==> src/aif_pkg.sv <==
// constants and state type for the low interrupt status flags block
package aif_pkg;

  // ----------------------------------------------------------------
  // bus geometry
  // ----------------------------------------------------------------
  localparam int AIF_ADDR_W = 8;
  localparam int AIF_DATA_W = 32;
  localparam int AIF_FLAG_W = 13;
  localparam int AIF_LIM_W = 16;

  // ----------------------------------------------------------------
  // register offsets (byte addresses)
  // ----------------------------------------------------------------
  localparam logic [7:0] AIF_OFS_STATUS = 8'h00;
  localparam logic [7:0] AIF_OFS_MASK = 8'h04;
  localparam logic [7:0] AIF_OFS_CLEAR = 8'h08;
  localparam logic [7:0] AIF_OFS_STEP = 8'h0c;
  localparam logic [7:0] AIF_OFS_UPPER = 8'h10;
  localparam logic [7:0] AIF_OFS_LOWER = 8'h14;

  // ----------------------------------------------------------------
  // flag positions in the status word
  // ----------------------------------------------------------------
  localparam int AIF_BIT_CONV = 0;
  localparam int AIF_BIT_FOURIER = 1;
  localparam int AIF_BIT_DECIM = 2;
  localparam int AIF_BIT_TEMP = 3;
  localparam int AIF_BIT_LOWER = 4;
  localparam int AIF_BIT_UPPER = 5;
  localparam int AIF_BIT_STEP = 6;
  localparam int AIF_BIT_MEAN = 7;
  localparam int AIF_BIT_VAR = 8;
  localparam int AIF_BIT_CUST0 = 9;
  localparam int AIF_NUM_CUST = 4;

  // ----------------------------------------------------------------
  // values after reset
  // ----------------------------------------------------------------
  localparam logic [12:0] AIF_RST_STATUS = 13'h0000;
  localparam logic [12:0] AIF_RST_MASK = 13'h0000;
  localparam logic [15:0] AIF_RST_STEP = 16'hffff;
  localparam logic [15:0] AIF_RST_UPPER = 16'hffff;
  localparam logic [15:0] AIF_RST_LOWER = 16'h0000;

  typedef struct packed {
    logic [12:0] status;
    logic [12:0] mask;
    logic [15:0] step_thr;
    logic [15:0] upper;
    logic [15:0] lower;
    logic [15:0] prev;
    logic prev_valid;
    logic [31:0] prdata;
    logic irq;
  } aif_state_type;

endpackage

==> src/aif_status_flags.sv <==
// low interrupt status flags of the measurement front end, with apb slave
`timescale 1ns/1ps

module aif_status_flags #(
  parameter int ADC_W = 16
) (
  input wire logic pclk,
  input wire logic presetn,
  input wire logic psel,
  input wire logic penable,
  input wire logic pwrite,
  input wire logic [aif_pkg::AIF_ADDR_W-1:0] paddr,
  input wire logic [aif_pkg::AIF_DATA_W-1:0] pwdata,
  input wire logic [3:0] pstrb,
  output logic [aif_pkg::AIF_DATA_W-1:0] prdata,
  output logic pready,
  output logic pslverr,
  output logic irq,
  input wire logic adc_valid,
  input wire logic [ADC_W-1:0] adc_result,
  input wire logic temp_ready,
  input wire logic decim_ready,
  input wire logic fourier_ready,
  input wire logic mean_ready,
  input wire logic variance_ready,
  input wire logic seq_wr,
  input wire logic [3:0] seq_wdata
);
  import aif_pkg::*;

  // ----------------------------------------------------------------
  // elaboration checks
  // ----------------------------------------------------------------
  if (ADC_W < 2 || ADC_W > AIF_LIM_W) begin : g_bad_width
    $error("adc width must be 2 to 16");
  end

  // ----------------------------------------------------------------
  // helpers
  // ----------------------------------------------------------------
  function automatic logic [15:0] merge16(input logic [15:0] old_v, input logic [31:0] wd,
                                         input logic [3:0] strb);
    logic [15:0] r;
    r = old_v;
    if (strb[0]) begin
      r[7:0] = wd[7:0];
    end
    if (strb[1]) begin
      r[15:8] = wd[15:8];
    end
    return r;
  endfunction

  function automatic logic [12:0] merge13(input logic [12:0] old_v, input logic [31:0] wd,
                                         input logic [3:0] strb);
    logic [12:0] r;
    r = old_v;
    if (strb[0]) begin
      r[7:0] = wd[7:0];
    end
    if (strb[1]) begin
      r[12:8] = wd[12:8];
    end
    return r;
  endfunction

  function automatic logic [15:0] abs_diff(input logic [15:0] a, input logic [15:0] b);
    logic [15:0] r;
    r = (a > b) ? (a - b) : (b - a);
    return r;
  endfunction

  function automatic logic mapped(input logic [AIF_ADDR_W-1:0] a);
    logic r;
    r = (a == AIF_OFS_STATUS) || (a == AIF_OFS_MASK) || (a == AIF_OFS_CLEAR) ||
        (a == AIF_OFS_STEP) || (a == AIF_OFS_UPPER) || (a == AIF_OFS_LOWER);
    return r;
  endfunction

  // ----------------------------------------------------------------
  // state and decode
  // ----------------------------------------------------------------
  aif_state_type st_r;
  aif_state_type st_nxt;

  logic [15:0] result_ext;
  logic setup_ph;
  logic wr_acc;
  logic delta_fail;
  logic upper_fail;
  logic lower_fail;
  logic [12:0] set_vec;
  logic [12:0] clr_vec;

  assign result_ext = 16'(adc_result);
  // zero wait states: every access phase completes in its first cycle
  assign pready = 1'b1;
  assign pslverr = psel && penable && !mapped(paddr);
  assign setup_ph = psel && !penable;
  assign wr_acc = psel && penable && pwrite && mapped(paddr);
  assign prdata = st_r.prdata;
  assign irq = st_r.irq;

  // step compare
  // first result after reset has no predecessor, so no step is judged on it
  assign delta_fail = adc_valid && st_r.prev_valid &&
                      (abs_diff(result_ext, st_r.prev) > st_r.step_thr);
  assign upper_fail = adc_valid && (result_ext > st_r.upper);
  assign lower_fail = adc_valid && (result_ext < st_r.lower);

  always_comb begin
    set_vec = 13'h0000;
    set_vec[AIF_BIT_CONV] = adc_valid;
    set_vec[AIF_BIT_FOURIER] = fourier_ready;
    set_vec[AIF_BIT_DECIM] = decim_ready;
    set_vec[AIF_BIT_TEMP] = temp_ready;
    set_vec[AIF_BIT_LOWER] = lower_fail;
    set_vec[AIF_BIT_UPPER] = upper_fail;
    set_vec[AIF_BIT_STEP] = delta_fail;
    set_vec[AIF_BIT_MEAN] = mean_ready;
    set_vec[AIF_BIT_VAR] = variance_ready;
    // sequencer only
    // the bus can only clear these bits through the clear register, so host writes cannot raise them
    for (int i = 0; i < AIF_NUM_CUST; i++) begin
      set_vec[AIF_BIT_CUST0 + i] = seq_wr && seq_wdata[i];
    end
  end

  always_comb begin
    clr_vec = 13'h0000;
    if (wr_acc && paddr == AIF_OFS_CLEAR) begin
      clr_vec = merge13(13'h0000, pwdata, pstrb);
    end
  end

  // ----------------------------------------------------------------
  // next state
  // ----------------------------------------------------------------
  always_comb begin
    st_nxt = st_r;
    st_nxt.status = (st_r.status & ~clr_vec) | set_vec;
    if (adc_valid) begin
      st_nxt.prev = result_ext;
      st_nxt.prev_valid = 1'b1;
    end
    if (wr_acc) begin
      case (paddr)
        AIF_OFS_MASK: begin
          st_nxt.mask = merge13(st_r.mask, pwdata, pstrb);
        end
        AIF_OFS_STEP: begin
          st_nxt.step_thr = merge16(st_r.step_thr, pwdata, pstrb);
        end
        AIF_OFS_UPPER: begin
          st_nxt.upper = merge16(st_r.upper, pwdata, pstrb);
        end
        AIF_OFS_LOWER: begin
          st_nxt.lower = merge16(st_r.lower, pwdata, pstrb);
        end
        default: begin
          st_nxt.mask = st_r.mask;
        end
      endcase
    end
    // read data captured in setup so it is a flop during access
    if (setup_ph) begin
      case (paddr)
        AIF_OFS_STATUS: st_nxt.prdata = {19'h00000, st_r.status};
        AIF_OFS_MASK: st_nxt.prdata = {19'h00000, st_r.mask};
        AIF_OFS_STEP: st_nxt.prdata = {16'h0000, st_r.step_thr};
        AIF_OFS_UPPER: st_nxt.prdata = {16'h0000, st_r.upper};
        AIF_OFS_LOWER: st_nxt.prdata = {16'h0000, st_r.lower};
        default: st_nxt.prdata = 32'h00000000;
      endcase
    end
    st_nxt.irq = |(st_nxt.status & st_nxt.mask);
  end

  always_ff @(posedge pclk or negedge presetn) begin
    if (!presetn) begin
      st_r.status <= AIF_RST_STATUS;
      st_r.mask <= AIF_RST_MASK;
      st_r.step_thr <= AIF_RST_STEP;
      st_r.upper <= AIF_RST_UPPER;
      st_r.lower <= AIF_RST_LOWER;
      st_r.prev <= 16'h0000;
      st_r.prev_valid <= 1'b0;
      st_r.prdata <= 32'h00000000;
      st_r.irq <= 1'b0;
    end else begin
      st_r <= st_nxt;
    end
  end
endmodule

==> config.mk <==
export PLATFORM = sky130hd
export DESIGN_NAME = aif_status_flags
export DESIGN_NICKNAME = d
export VERILOG_FILES = /design/src/aif_pkg.sv /design/src/aif_status_flags.sv
export SDC_FILE = /design/constraint.sdc
export NUM_CORES = 1
export LEC_CHECK = 0
export BUFFER_PORTS_ARGS = -buffer_cell sky130_fd_sc_hd__buf_2
export CORE_UTILIZATION = 58
export CTS_CLUSTER_DIAMETER = 100
export DETAILED_ROUTE_END_ITERATION = 6
export PLACE_DENSITY = 0.81
export SYNTH_ARGS = -nofsm -noshare
export SYNTH_HDL_FRONTEND = slang
export SYNTH_SLANG_ARGS = --single-unit
==> constraint.sdc <==
create_clock -name pclk -period 6.37 [get_ports pclk]
set_clock_uncertainty 0.1 [all_clocks]
set_input_delay 0.637 -clock pclk [delete_from_list [all_inputs] [get_ports pclk]]
set_output_delay 0.637 -clock pclk [all_outputs]
set_load 0.005 [all_outputs]
---- Yosys cells after proc, flatten, opt, wreduce, memory -nomap -nowiden ----
Cells that the tools add are included.
storage, ports and cells
  register bits ........................... 124
  input port bits ......................... 76
  output and inout bits ................... 35
  word-level logic and storage cells ...... 74
operators by class
  add/sub/neg operators ................... 2
  $lt $le $gt $ge ......................... 4
  equality and inequality tests ........... 5
  mux-type cells .......................... 18
  bitwise gates (word level) .............. 4
  reduce and logical (&&, ||, !) cells .... 29
operators by type and width
  kind                                           count
  case mux 16 bit (5 select lines)               1
  two-way mux 16 bit                             4
  two-way mux 8 bit                              8
  two-way mux 61 bit                             1
  > comparator 16 bit                            3
  subtractor 16 bit                              2
  AND 13 bit                                     2
  two-way mux 13 bit                             2
  AND reduction 3 bit                            6
  == test 8 x 4 -> 1 bit, second input constant  2
  == test 8 x 5 -> 1 bit, second input constant  2
  less-than comparator 16 bit                    1
  logical AND 1 bit                              14
  NOT 13 bit                                     1
  OR 13 bit                                      1
  OR reduction 13 bit                            1
  two-way mux 5 bit                              2
  == test 8 x 3 -> 1 bit, second input constant  1
  logical NOT 8 bit                              1
  logical OR 1 bit                               5
  logical NOT 1 bit                              2

---- Depth between registers and ports, before layout ----
Gate-level depths: netlist of the first run.
  depth in word-level cells ............... 14
  mapped depth ............................ 22
  gate-level depth less buffers ........... 21

---- Least setup slack after synthesis of the first run ----
No wires, ideal clock.
  path kind ............................... input port to flip-flop
  from .................................... input adc_result[0]
  to ...................................... register, netlist name irq
  library setup time ...................... 0.129 ns
  data arrival time ....................... 4.555 ns
  data required time ...................... 6.141 ns
  path slack .............................. 1.586 ns
  cell stages on the path ................. 19
  path buffers ............................ 1
  cell sequence ........................... inv_1 ha_1 inv_1 fa_1 a211oi_1 o211ai_1 and3_1 o21ai_0 clkbuf_1 a211oi_1 o31a_1 xnor2_1 ha_1 nand4_1 or2_2 o311a_1 a22o_1 a211oi_1 nand3_1
RTL lines
  item             RTL line                text
  start, declared  aif_status_flags.sv:20  input wire logic [ADC_W-1:0] adc_result,

==> results of run 1 <==
[power by group through the flow]
stage          Clock, uW  Sequential, uW  Combinational, uW
2_1_floorplan          0             727                281
3_3_place_gp           0             730                381
3_5_place_dp           0             731                390
4_1_cts              553             718                392
5_1_grt              578             721                445
6_report             544             719                396
[flip-flops by register name, indices dropped and copies added (netlist names)]
| signal | count |
|---|---|
| st_r | 91 |
| prdata | 16 |
| irq | 1 |
[final cells by class]
cell class | instances | area, um2
clock buffers | 10 | 229.0
fillers | 1098 | 4544
inverters | 79 | 296.5
repair buffers | 78 | 400.4
well taps | 172 | 215.2
flip-flops and latches | 108 | 2743
multi-input cells | 570 | 4248
clock inverters | 6 | 46.29
[cell usage in the layout, fill, tap and decap left out, drive strengths merged, types with 17 or more instances in the layout]
master  count
buf        78
nand4      17
mux2       33
a21oi      36
nor2       20
nand2      98
inv        82
dfstp      32
o21ai      81
ha         78
dfrtp      76
conb       17
a22oi      18
a21o       35
[metal layers]
layer | vias up | routed length [um] | global-route usage
li1 | 2880 | - | -
met1 | 2849 | 8400 | 0.3957
met2 | 178 | 8723 | 0.4686
met3 | 23 | 966 | 0.06487
met4 | 0 | 334 | 0.08462
met5 | - | 0 | 0
[logic make-up (layout without fill, tap and decap cells)]
group                      count (synthesis)  after routing  share of synthesized area
and+or+nand+nor                          187            187                     0.1221
muxes                                     54             54                    0.09789
DFF                                      108            108                     0.3606
adders and majority gates                 80             80                     0.1336
other                                      2             17                  0.0009875
AOI/OAI and AO/OA                        218            218                     0.1805
buffers and inverters                    145            173                    0.08819
xor gates and xnor gates                  14             14                    0.01612
[worst max path at each step]
stage                       start             to  slack, ns  cells after the start
floorplan           adc_result[0]  irq$_DFF_PN0_       1.59                     19
global route        adc_result[0]  irq$_DFF_PN0_       0.88                     20
detailed placement  adc_result[0]  irq$_DFF_PN0_       0.92                     20
CTS                 adc_result[0]  irq$_DFF_PN0_       1.27                     20
global placement    adc_result[0]  irq$_DFF_PN0_       0.93                     20
finish              adc_result[0]  irq$_DFF_PN0_       1.22                     20
[per-stage QoR]
| stage | cells | hold WS (ns) | util |
|---|---|---|---|
| 3_3_place_gp | 1007 | 0.3581 | 0.6212 |
| 6_report | 1023 | 0.2766 | 0.6428 |
| 5_1_grt | 1023 | 0.3406 | 0.6428 |
| 2_1_floorplan | 823 | 0.2414 | - |
| 3_5_place_dp | 1007 | 0.3653 | 0.6212 |
| 4_1_cts | 1023 | 0.3108 | 0.6428 |
==> run metrics, run 1 <==
IO Pins 111; Syn Std Cell Area 7605 um2; Post-DP Area 7903 um2; Max Slew Vio Count 0; LEAKAGE 0.004148 uW; Netlist cell types 58; routed wire length 18420 um; Post-synth top cells nand2_1, inv_1, o21ai_0, ha_1, dfrtp_1; Hold Buf Count CTS 0; number of core rows 41; worst rel slew slack 0.3693; CTS tree yes; All-Layer GR Usage 0.2916; sw power 520.2 uW; # Max-Cap Violations 0; slowest stage cell, crit path a2111oi_0; Switching Share 0.3137; Setup-failing EPs final 0; TritonRoute pass-1 iters 5; Clock H-tree levels 3; Worst-path clk slew 0.08 ns; Starting DRT DRC Count 519; clock latency on the worst-skew pair 0.36 ns; Area contributors post-synth dfrtp_1, ha_1, dfstp_2; detail-routed via count per cell 5.797; post-CTS setup buffers 0; global-route wire length before repair 29640 um; vias in the first global route 5709; CP delay by family, top compound AO/OA/AOI/OAI gates; count leader, synth nand2_1; Die W 116.5 um; clk sink count 108; share of layout cells above drive strength 1 0.2162; final worst slack 1.220 ns; initial antenna violation count 0; core area 12720 um2; Tightest Pin Transition 0.9222 ns; Int Pwr 1138 uW; Final Cycle Share 0.8084; R2R cell count 17; DRT antenna net count 0; Hold Vio Cnt, Final 0; Critical Path Most Common Cell a211oi_1; post-cts sizing count 0; CTS Buffer Depth 2; clock period minus worst slack 5.150 ns; GRT overflow 0; post-synthesis sequential element count 108; critical path data arrival time 5.29 ns; Seq/Total Area, Yosys 0.3606; CP required 6.51 ns; part of the power in the clock network 0.328; Initial Util 0.5978; Post-Synthesis Cells 808; CP Capture Type register; Setup Crit Path Kind in -> reg; Die ar. 13570 um2; via count 5930; Reg2Reg Setup Slack 1.35 ns; Cell Chain, Critical Path buf_2 > inv_1 > ha_1 > inv_1 > fa_1 > a211oi_1 > o211ai_1 > and3_1 > o21a_1 > a2111oi_0 > a21oi_1 > a211oi_1 > xnor2_1 > ha_1 > nand4_1 > or2_2 > o311a_1 > a22o_1 > a211oi_1 > nand3_1; gpl congestion 0.8995; DP Wirelength 13790 um; Port Buffers 75; Top FF cell, synth dfrtp_1; launch point of the worst reg-to-reg path st_r[35]$_DFFE_PN0P_; leading area contributor after synthesis dfrtp_1; Synth top area share 0.2501; r2r endpoint irq$_DFF_PN0_; n_diodes 0; Finished Cell Area 8178 um2; RSZ-0062 raised after global routing false; largest net degree at the start of global routing 66; combinational power share 0.239; PwrDens 202.8 nW/um2; sequential fraction of design power 0.433; DRC violations left 0; status complete, no violations; CTS Buf Count 9; Setup TNS 0 ns; setup slack at placement 0.9230 ns; root buf cell clkbuf_16; FMAX 194.2 MHz; Critical Path Source Type input port; Die Y 116.5 um; Area growth syn-to-layout 7.535%; VDD IR max 0.1688 mV; Tot Pwr 1658 uW; Hold Crit Class in -> async; Post-synth EDFFs 0; WP buf/inv 3; asr flop ratio synth 1.000; Post-Syn Area per Cell 9.412 um2; final net count 1002; CP max FO 18; synth warn 0; DR WL/cell 18.01 um; max incr delay on CP 0.49 ns
No activity file was read; power rests on OpenSTA's default activity.
==> run 2, diff against run 1 <==
--- a/config.mk
+++ b/config.mk
@@ -6,10 +6,10 @@
 export NUM_CORES = 1
 export LEC_CHECK = 0
 export BUFFER_PORTS_ARGS = -buffer_cell sky130_fd_sc_hd__buf_2
-export CORE_UTILIZATION = 58
+export CORE_UTILIZATION = 53
 export CTS_CLUSTER_DIAMETER = 100
 export DETAILED_ROUTE_END_ITERATION = 6
-export PLACE_DENSITY = 0.81
+export PLACE_DENSITY = 0.78
 export SYNTH_ARGS = -nofsm -noshare
 export SYNTH_HDL_FRONTEND = slang
 export SYNTH_SLANG_ARGS = --single-unit
==> constraint.sdc (replaced) <==
create_clock -name pclk -period 4.25 [get_ports pclk]
set_clock_uncertainty 0.1 [all_clocks]
set_input_delay 0.425 -clock pclk [delete_from_list [all_inputs] [get_ports pclk]]
set_output_delay 0.425 -clock pclk [all_outputs]
set_load 0.005 [all_outputs]
==> run metrics, run 2 (synthesis results as in run 1) <==
placed insts 1085 (was 1007); share of layout cells above drive strength 1 0.2973 (was 0.2162); clock period minus worst slack 4.173 ns; met2 WL 9273 um (was 8723 um); Starting DRT DRC Count 531 (was 519); GRT overflow 0 (unchanged); Setup-failing EPs final 0 (unchanged); initial antenna violation count 0 (unchanged); slowest stage cell, crit path dfrtp_1 (was a2111oi_0); CTS Buffer Depth 2 (unchanged); All-Layer GR Usage 0.2782 (was 0.2916); Finished Layout Cells 1105 (was 1023); Final Cycle Share 0.9819; Cell Chain, Critical Path ha_2 > inv_2 > fa_2 > a211oi_4 > o211ai_1 > and3_4 > o21a_4 > nor3_1 > o21ai_1 > a221oi_2 > xnor2_1 > ha_1 > buf_4 > nand4_1 > or2_4 > buf_4 > nor2_1 > o21ai_0 > o211ai_1 > a22o_1 > a211oi_2 > nand3_1 (was buf_2 > inv_1 > ha_1 > inv_1 > fa_1 > a211oi_1 > o211ai_1 > and3_1 > o21a_1 > a2111oi_0 > a21oi_1 > a211oi_1 > xnor2_1 > ha_1 > nand4_1 > or2_2 > o311a_1 > a22o_1 > a211oi_1 > nand3_1); CTS tree yes (unchanged); Hold Crit Class in -> reg (was in -> async); LEAKAGE 0.004515 uW (was 0.004148 uW); CTS Buf Count 9 (unchanged); # Max-Cap Violations 0 (unchanged); Reg2Reg Setup Slack 0.08 ns (was 1.35 ns); RSZ-0062 raised after global routing true (was false); Worst-path clk slew 0.08 ns (about the same); hold_sp temp_ready; DR WL/cell 18.01 um (about the same); commonest non-fill, non-tap cell in the layout nand2_1 (unchanged); Finished Cell Area 8859 um2 (was 8178 um2); n_diodes 0 (unchanged); met1 WL 8888 um (was 8400 um); FMAX 239.6 MHz; r2r endpoint irq$_DFF_PN0_ (unchanged); vias in the first global route 6052 (was 5709); IO Pins 111 (unchanged); launch point of the worst reg-to-reg path st_r[34]$_DFFE_PN0P_ (was st_r[35]$_DFFE_PN0P_); CP required 4.38 ns (was 6.51 ns); FILL cells 1177 (was 1098); Critical Path Source Type register (was input port); Max Slew Vio Count 0 (unchanged); Clock H-tree levels 3 (unchanged); PwrDens 297.7 nW/um2 (was 202.8 nW/um2); status complete, no violations (unchanged); DP Wirelength 15270 um (was 13790 um); worst min-delay path endpoint st_r[114]$_DFF_PN0_; largest net degree at the start of global routing 43 (was 66); Port Buffers 75 (unchanged); Max Used Layer met4 (unchanged); Post-DP Area 8474 um2 (was 7903 um2); R2R cell count 22 (was 17); Die Y 121.8 um (was 116.5 um); Hold Vio Cnt, Final 0 (unchanged); CP Capture Type register (unchanged); CP max FO 5 (was 18); max incr delay on CP 0.36 ns (was 0.49 ns); TritonRoute pass-1 iters 5 (unchanged); detail-routed via count per cell 5.745 (was 5.797); DRC violations left 0 (unchanged); worst rel slew slack 0.2214 (was 0.3693); Tot Pwr 2637 uW (was 1658 uW); WL met3 1148 um (was 966 um); root buf cell clkbuf_16 (unchanged); Area growth syn-to-layout 16.49% (was 7.535%); Die W 121.8 um (was 116.5 um); number of core rows 43 (was 41); core area 13930 um2 (was 12720 um2); Initial Util 0.5457 (was 0.5978); worst hold margin 0.1669 ns (was 0.2766 ns); most flop-heavy register st_r (unchanged); DRT antenna net count 0 (unchanged); Setup Crit Path Kind reg -> reg (was in -> reg); critical path data arrival time 4.31 ns (was 5.29 ns); clk sink count 108 (unchanged); max reg flops 91 (unchanged); final net count 1076 (was 1002); Largest regs st_r x91, prdata x16, irq x1 (unchanged); hold depth 2; clock latency on the worst-skew pair 0.36 ns (about the same); routed wire length 19900 um (was 18420 um); via count 6348 (was 5930); Die ar. 14830 um2 (was 13570 um2); global-route wire length before repair 31430 um (was 29640 um); gpl congestion 0.9147 (was 0.8995); most frequent cells in the layout nand2_1, inv_1 (was nand2_1, o21ai_0, inv_1, ha_1, dfrtp_1); Tightest Pin Transition 1.138 ns (was 0.9222 ns); VDD IR max 0.1922 mV (was 0.1688 mV)
run 2: cell types whose count changed in the layout (fill, tap and decap cells not counted), sizes merged:
cell / previous run / this run
buf: 78 / 151
clkinvlp: 2 / 3
dlygate4sd3: 0 / 1
inv: 82 / 81
run 2: cell type report:
cell class,instances,area [um2],share of cell area
timing repair buffer,152,962.2,0.1086
inverter,79,296.5,0.03347
clock buffer,10,229.0,0.02585
clock inverter,6,50.05,0.005650
sequential,108,2743,0.3096
tap,180,225.2,0.02542
multi-input combinational,570,4353,0.4914
run 2: through the flow:
stage               TNS, ns  setup slack [ns]    util
floorplan                 0           0.03968       -
global placement    -0.4865           -0.3656  0.6082
detailed placement  -0.6014           -0.4089  0.6082
CTS                       0          0.001336  0.6326
global route        -0.1295           -0.1295  0.6357
finish                    0           0.07677  0.6357
run 2: timing repair:
| action | 4_1_cts | 5_1_grt |
|---|---|---|
| endpoints found under the setup margin | 1 | 2 |
| setup buffers | 0 | 3 |
| hold endpoints to repair | 21 | 0 |
| cloned | 0 | 0 |
| pin swaps | 7 | 18 |
| gates resized for setup | 13 | 5 |
| hold buffers | 1 | 0 |
run 2: how the worst max path moves through the flow:
stage / start / slack, ns / endpoint / cells past startpoint
6_report: st_r[34]$_DFFE_PN0P_ / 0.08 / irq$_DFF_PN0_ / 22
5_1_grt: st_r[34]$_DFFE_PN0P_ / -0.13 / irq$_DFF_PN0_ / 20
4_1_cts: st_r[34]$_DFFE_PN0P_ / 0.001 / irq$_DFF_PN0_ / 18
3_5_place_dp: adc_result[0] / -0.41 / irq$_DFF_PN0_ / 21
3_3_place_gp: adc_result[0] / -0.37 / irq$_DFF_PN0_ / 20
2_1_floorplan: adc_result[0] / 0.04 / irq$_DFF_PN0_ / 20
run 2: routing by layer:
metal,track usage,vias to the layer above
li1,-,3019
met1,0.3821,3039
met4,0.09877,0
met3,0.04728,40
met2,0.4417,250
met5,0,-
run 2: critical path: cells and delay by family, from the launching register on:
| family | cells | cell delay [ns] |
|---|---|---|
| AOI/OAI and AO/OA | 9 | 1.57 |
| adders and majority gates | 3 | 0.80 |
| and+or+nand+nor | 6 | 0.77 |
| DFF | 1 | 0.36 |
| buffers and inverters | 3 | 0.28 |
| xor gates and xnor gates | 1 | 0.15 |
run 2: power by group:
group | switching (uW) | internal (uW)
logic | 398 | 342
registers | 17.5 | 1060
clock network | 414 | 406
==> run 3, diff against run 2 <==
--- a/config.mk
+++ b/config.mk
@@ -5,8 +5,9 @@
 export SDC_FILE = /design/constraint.sdc
 export NUM_CORES = 1
 export LEC_CHECK = 0
+export ABC_AREA = 1
 export BUFFER_PORTS_ARGS = -buffer_cell sky130_fd_sc_hd__buf_2
-export CORE_UTILIZATION = 53
+export CORE_UTILIZATION = 54
 export CTS_CLUSTER_DIAMETER = 100
 export DETAILED_ROUTE_END_ITERATION = 6
 export PLACE_DENSITY = 0.78
==> run metrics, run 3 <==
via count 7692 (was 6348); worst setup path startpoint st_r[43]$_DFFE_PN0P_ (was st_r[34]$_DFFE_PN0P_); post-cts sizing count 0 (was 13); n_diodes 0 (unchanged); count leader, synth nand2_1 (unchanged); Die Y 127.1 um (was 121.8 um); core area 15260 um2 (was 13930 um2); launch point of the worst reg-to-reg path st_r[43]$_DFFE_PN0P_ (was st_r[34]$_DFFE_PN0P_); Hold Vio Cnt, Final 0 (unchanged); worst rel slew slack 0.3394 (was 0.2214); Final Cycle Share 0.9106 (was 0.9819); CP required 4.40 ns (was 4.38 ns); clock latency on the worst-skew pair 0.36 ns (about the same); routed wire length 21700 um (was 19900 um); CTS tree yes (unchanged); placed insts 1419 (was 1085); vias in the first global route 7241 (was 6052); Hold Buf Count CTS 0 (was 1); Critical Path Source Type register (unchanged); DRT antenna net count 0 (unchanged); number of core rows 45 (was 43); Setup Crit Path Kind reg -> reg (unchanged); Post-Synthesis Cells 1167 (was 808); R2R cell count 22 (unchanged); Tightest Pin Transition 0.9873 ns (was 1.138 ns); clk sink count 108 (unchanged); critical path data arrival time 4.02 ns (was 4.31 ns); root buf cell clkbuf_16 (unchanged); GRT overflow 0 (unchanged); Syn Std Cell Area 8448 um2 (was 7605 um2); Post-synth EDFFs 0 (unchanged); Setup-failing EPs final 0 (unchanged); DP Wirelength 16460 um (was 15270 um); DR WL/cell 15.12 um (was 18.01 um); worst hold margin 0.01096 ns (was 0.1669 ns); Initial Util 0.5537 (was 0.5457); CP Capture Point irq$_DFF_PN0_ (unchanged); All-Layer GR Usage 0.2809 (was 0.2782); Finished Cell Area 9056 um2 (was 8859 um2); Starting DRT DRC Count 606 (was 531); most flop-heavy register st_r (unchanged); CTS Buf Count 9 (unchanged); Synth top area share 0.2251 (was 0.2501); Die W 127.1 um (was 121.8 um); Clock H-tree levels 3 (unchanged); CTS Buffer Depth 2 (unchanged); Netlist cell types 43 (was 58); IO Pins 111 (unchanged); post-CTS setup buffers 0 (unchanged); Finished Layout Cells 1435 (was 1105); DRC violations left 0 (unchanged); Reg2Reg Setup Slack 0.38 ns (was 0.08 ns); Seq/Total Area, Yosys 0.3246 (was 0.3606); Area contributors post-synth dfrtp_1, nand2_1, ha_1 (was dfrtp_1, ha_1, dfstp_2); Port Buffers 75 (unchanged); gpl congestion 0.9460 (was 0.9147); post-synthesis sequential element count 108 (unchanged); leading area contributor after synthesis dfrtp_1 (unchanged); Worst-path clk slew 0.07 ns (was 0.08 ns); CP max FO 14 (was 5); initial antenna violation count 0 (unchanged); CP Capture Type register (unchanged); VDD IR max 0.2885 mV (was 0.1922 mV); Top FF cell, synth dfrtp_1 (unchanged); max reg flops 91 (unchanged); clock period minus worst slack 3.870 ns (was 4.173 ns); status complete, no violations (unchanged); detail-routed via count per cell 5.360 (was 5.745); Largest regs st_r x91, prdata x16, irq x1 (unchanged); # Max-Cap Violations 0 (unchanged); Post-synth top cells nand2_1, inv_1, o21ai_0, ha_1, dfrtp_1 (unchanged); largest net degree at the start of global routing 53 (was 43); share of layout cells above drive strength 1 0.1413 (was 0.2973); Core Util, Final 0.5935 (was 0.6357); final net count 1375 (was 1076); Post-Syn Area per Cell 7.239 um2 (was 9.412 um2); synth warn 0 (unchanged); most frequent cells in the layout nand2_1, inv_1, o21ai_0, ha_1, dfrtp_1 (was nand2_1, inv_1); r2r endpoint irq$_DFF_PN0_ (unchanged); asr flop ratio synth 1.000 (unchanged); global-route wire length before repair 35720 um (was 31430 um); FMAX 258.4 MHz (was 239.6 MHz); Setup TNS 0 ns (unchanged); Max Slew Vio Count 0 (unchanged); commonest non-fill, non-tap cell in the layout nand2_1 (unchanged); RSZ-0062 raised after global routing false (was true); TritonRoute pass-1 iters 7 (was 5); Die ar. 16150 um2 (was 14830 um2); PwrDens 288.1 nW/um2 (was 297.7 nW/um2); Post-DP Area 8777 um2 (was 8474 um2); Area growth syn-to-layout 7.198% (was 16.49%); LEAKAGE 0.005158 uW (was 0.004515 uW); Hold Crit Class in -> async (was in -> reg)
[run 3: cell types whose count changed after synthesis, sizes merged, moves of 32 or more]
cell | before | now
mux2 | 33 | 0
inv | 79 | 197
nand2 | 98 | 319
nor2 | 20 | 66
o21ai | 81 | 129
a21o | 35 | 3
a21oi | 36 | 68
[run 3: cells by family after synthesis]
group	Yosys count	share of synthesized area
other	2	0.0008890
adders and majority gates	80	0.1203
xor gates and xnor gates	23	0.02384
and+or+nand+nor	447	0.2254
buffers and inverters	261	0.1445
AOI/OAI and AO/OA	246	0.1604
DFF	108	0.3246
[run 3: per-layer routing]
layer | vias up | part of all wire | track usage
li1 | 3795 | - | -
met1 | 3582 | 0.45 | 0.3872
met2 | 276 | 0.46 | 0.4525
met3 | 39 | 0.066 | 0.04690
met4 | 0 | 0.021 | 0.08683
met5 | - | 0 | 0
[run 3: power breakdown]
group | internal [uW] | switching, uW | leakage (uW)
combinational | 246 | 448 | 0.00387
clock | 406 | 423 | 0.000129
sequential | 1060 | 21.3 | 0.00116
[run 3: metrics by stage]
step	total power [uW]	worst slack, ns
CTS	2615	0.4340
global route	2753	0.03754
detailed placement	1790	0.2109
floorplan	1595	0.8980
global placement	1777	0.2555
finish	2609	0.3799
[run 3: worst min-delay path by stage]
stage / start / slack (ns) / end / cells after the start
final: presetn / 0.01 / st_r[62]$_DFFE_PN0P_ / 1
after global routing: presetn / 0.06 / st_r[62]$_DFFE_PN0P_ / 1
after CTS: presetn / 0.03 / st_r[62]$_DFFE_PN0P_ / 1
after detailed placement: st_r[33]$_DFFE_PN0P_ / 0.35 / st_r[33]$_DFFE_PN0P_ / 1
after global placement: st_r[33]$_DFFE_PN0P_ / 0.35 / st_r[33]$_DFFE_PN0P_ / 1
after floorplan: presetn / 0.03 / irq$_DFF_PN0_ / 0
[run 3: area by class of cell]
class,instances,area (um2)
fill,1482,6202
multi-input combinational,813,4541
sequential,108,2743
inverter,199,754.5
timing repair buffer,88,475.5
tap,211,264.0
clock buffer,10,229.0
clock inverter,6,50.05
[run 3: critical path, cell delays in order (launching register included)]
cell	delay, ns
dfrtp_1	0.40
ha_1	0.38
inv_1	0.09
o21ai_0	0.24
a21boi_0	0.17
nor2_1	0.12
nor3_1	0.05
nand2_1	0.06
nand2_2	0.18
inv_2	0.28
nand2_1	0.10
nand2_1	0.06
inv_1	0.04
ha_1	0.28
nand2_1	0.09
nor4_1	0.47
a21oi_1	0.12
nand2_1	0.12
nand2_1	0.08
nand2_1	0.06
nand2_1	0.05
nor2_1	0.11
nand3_1	0.09
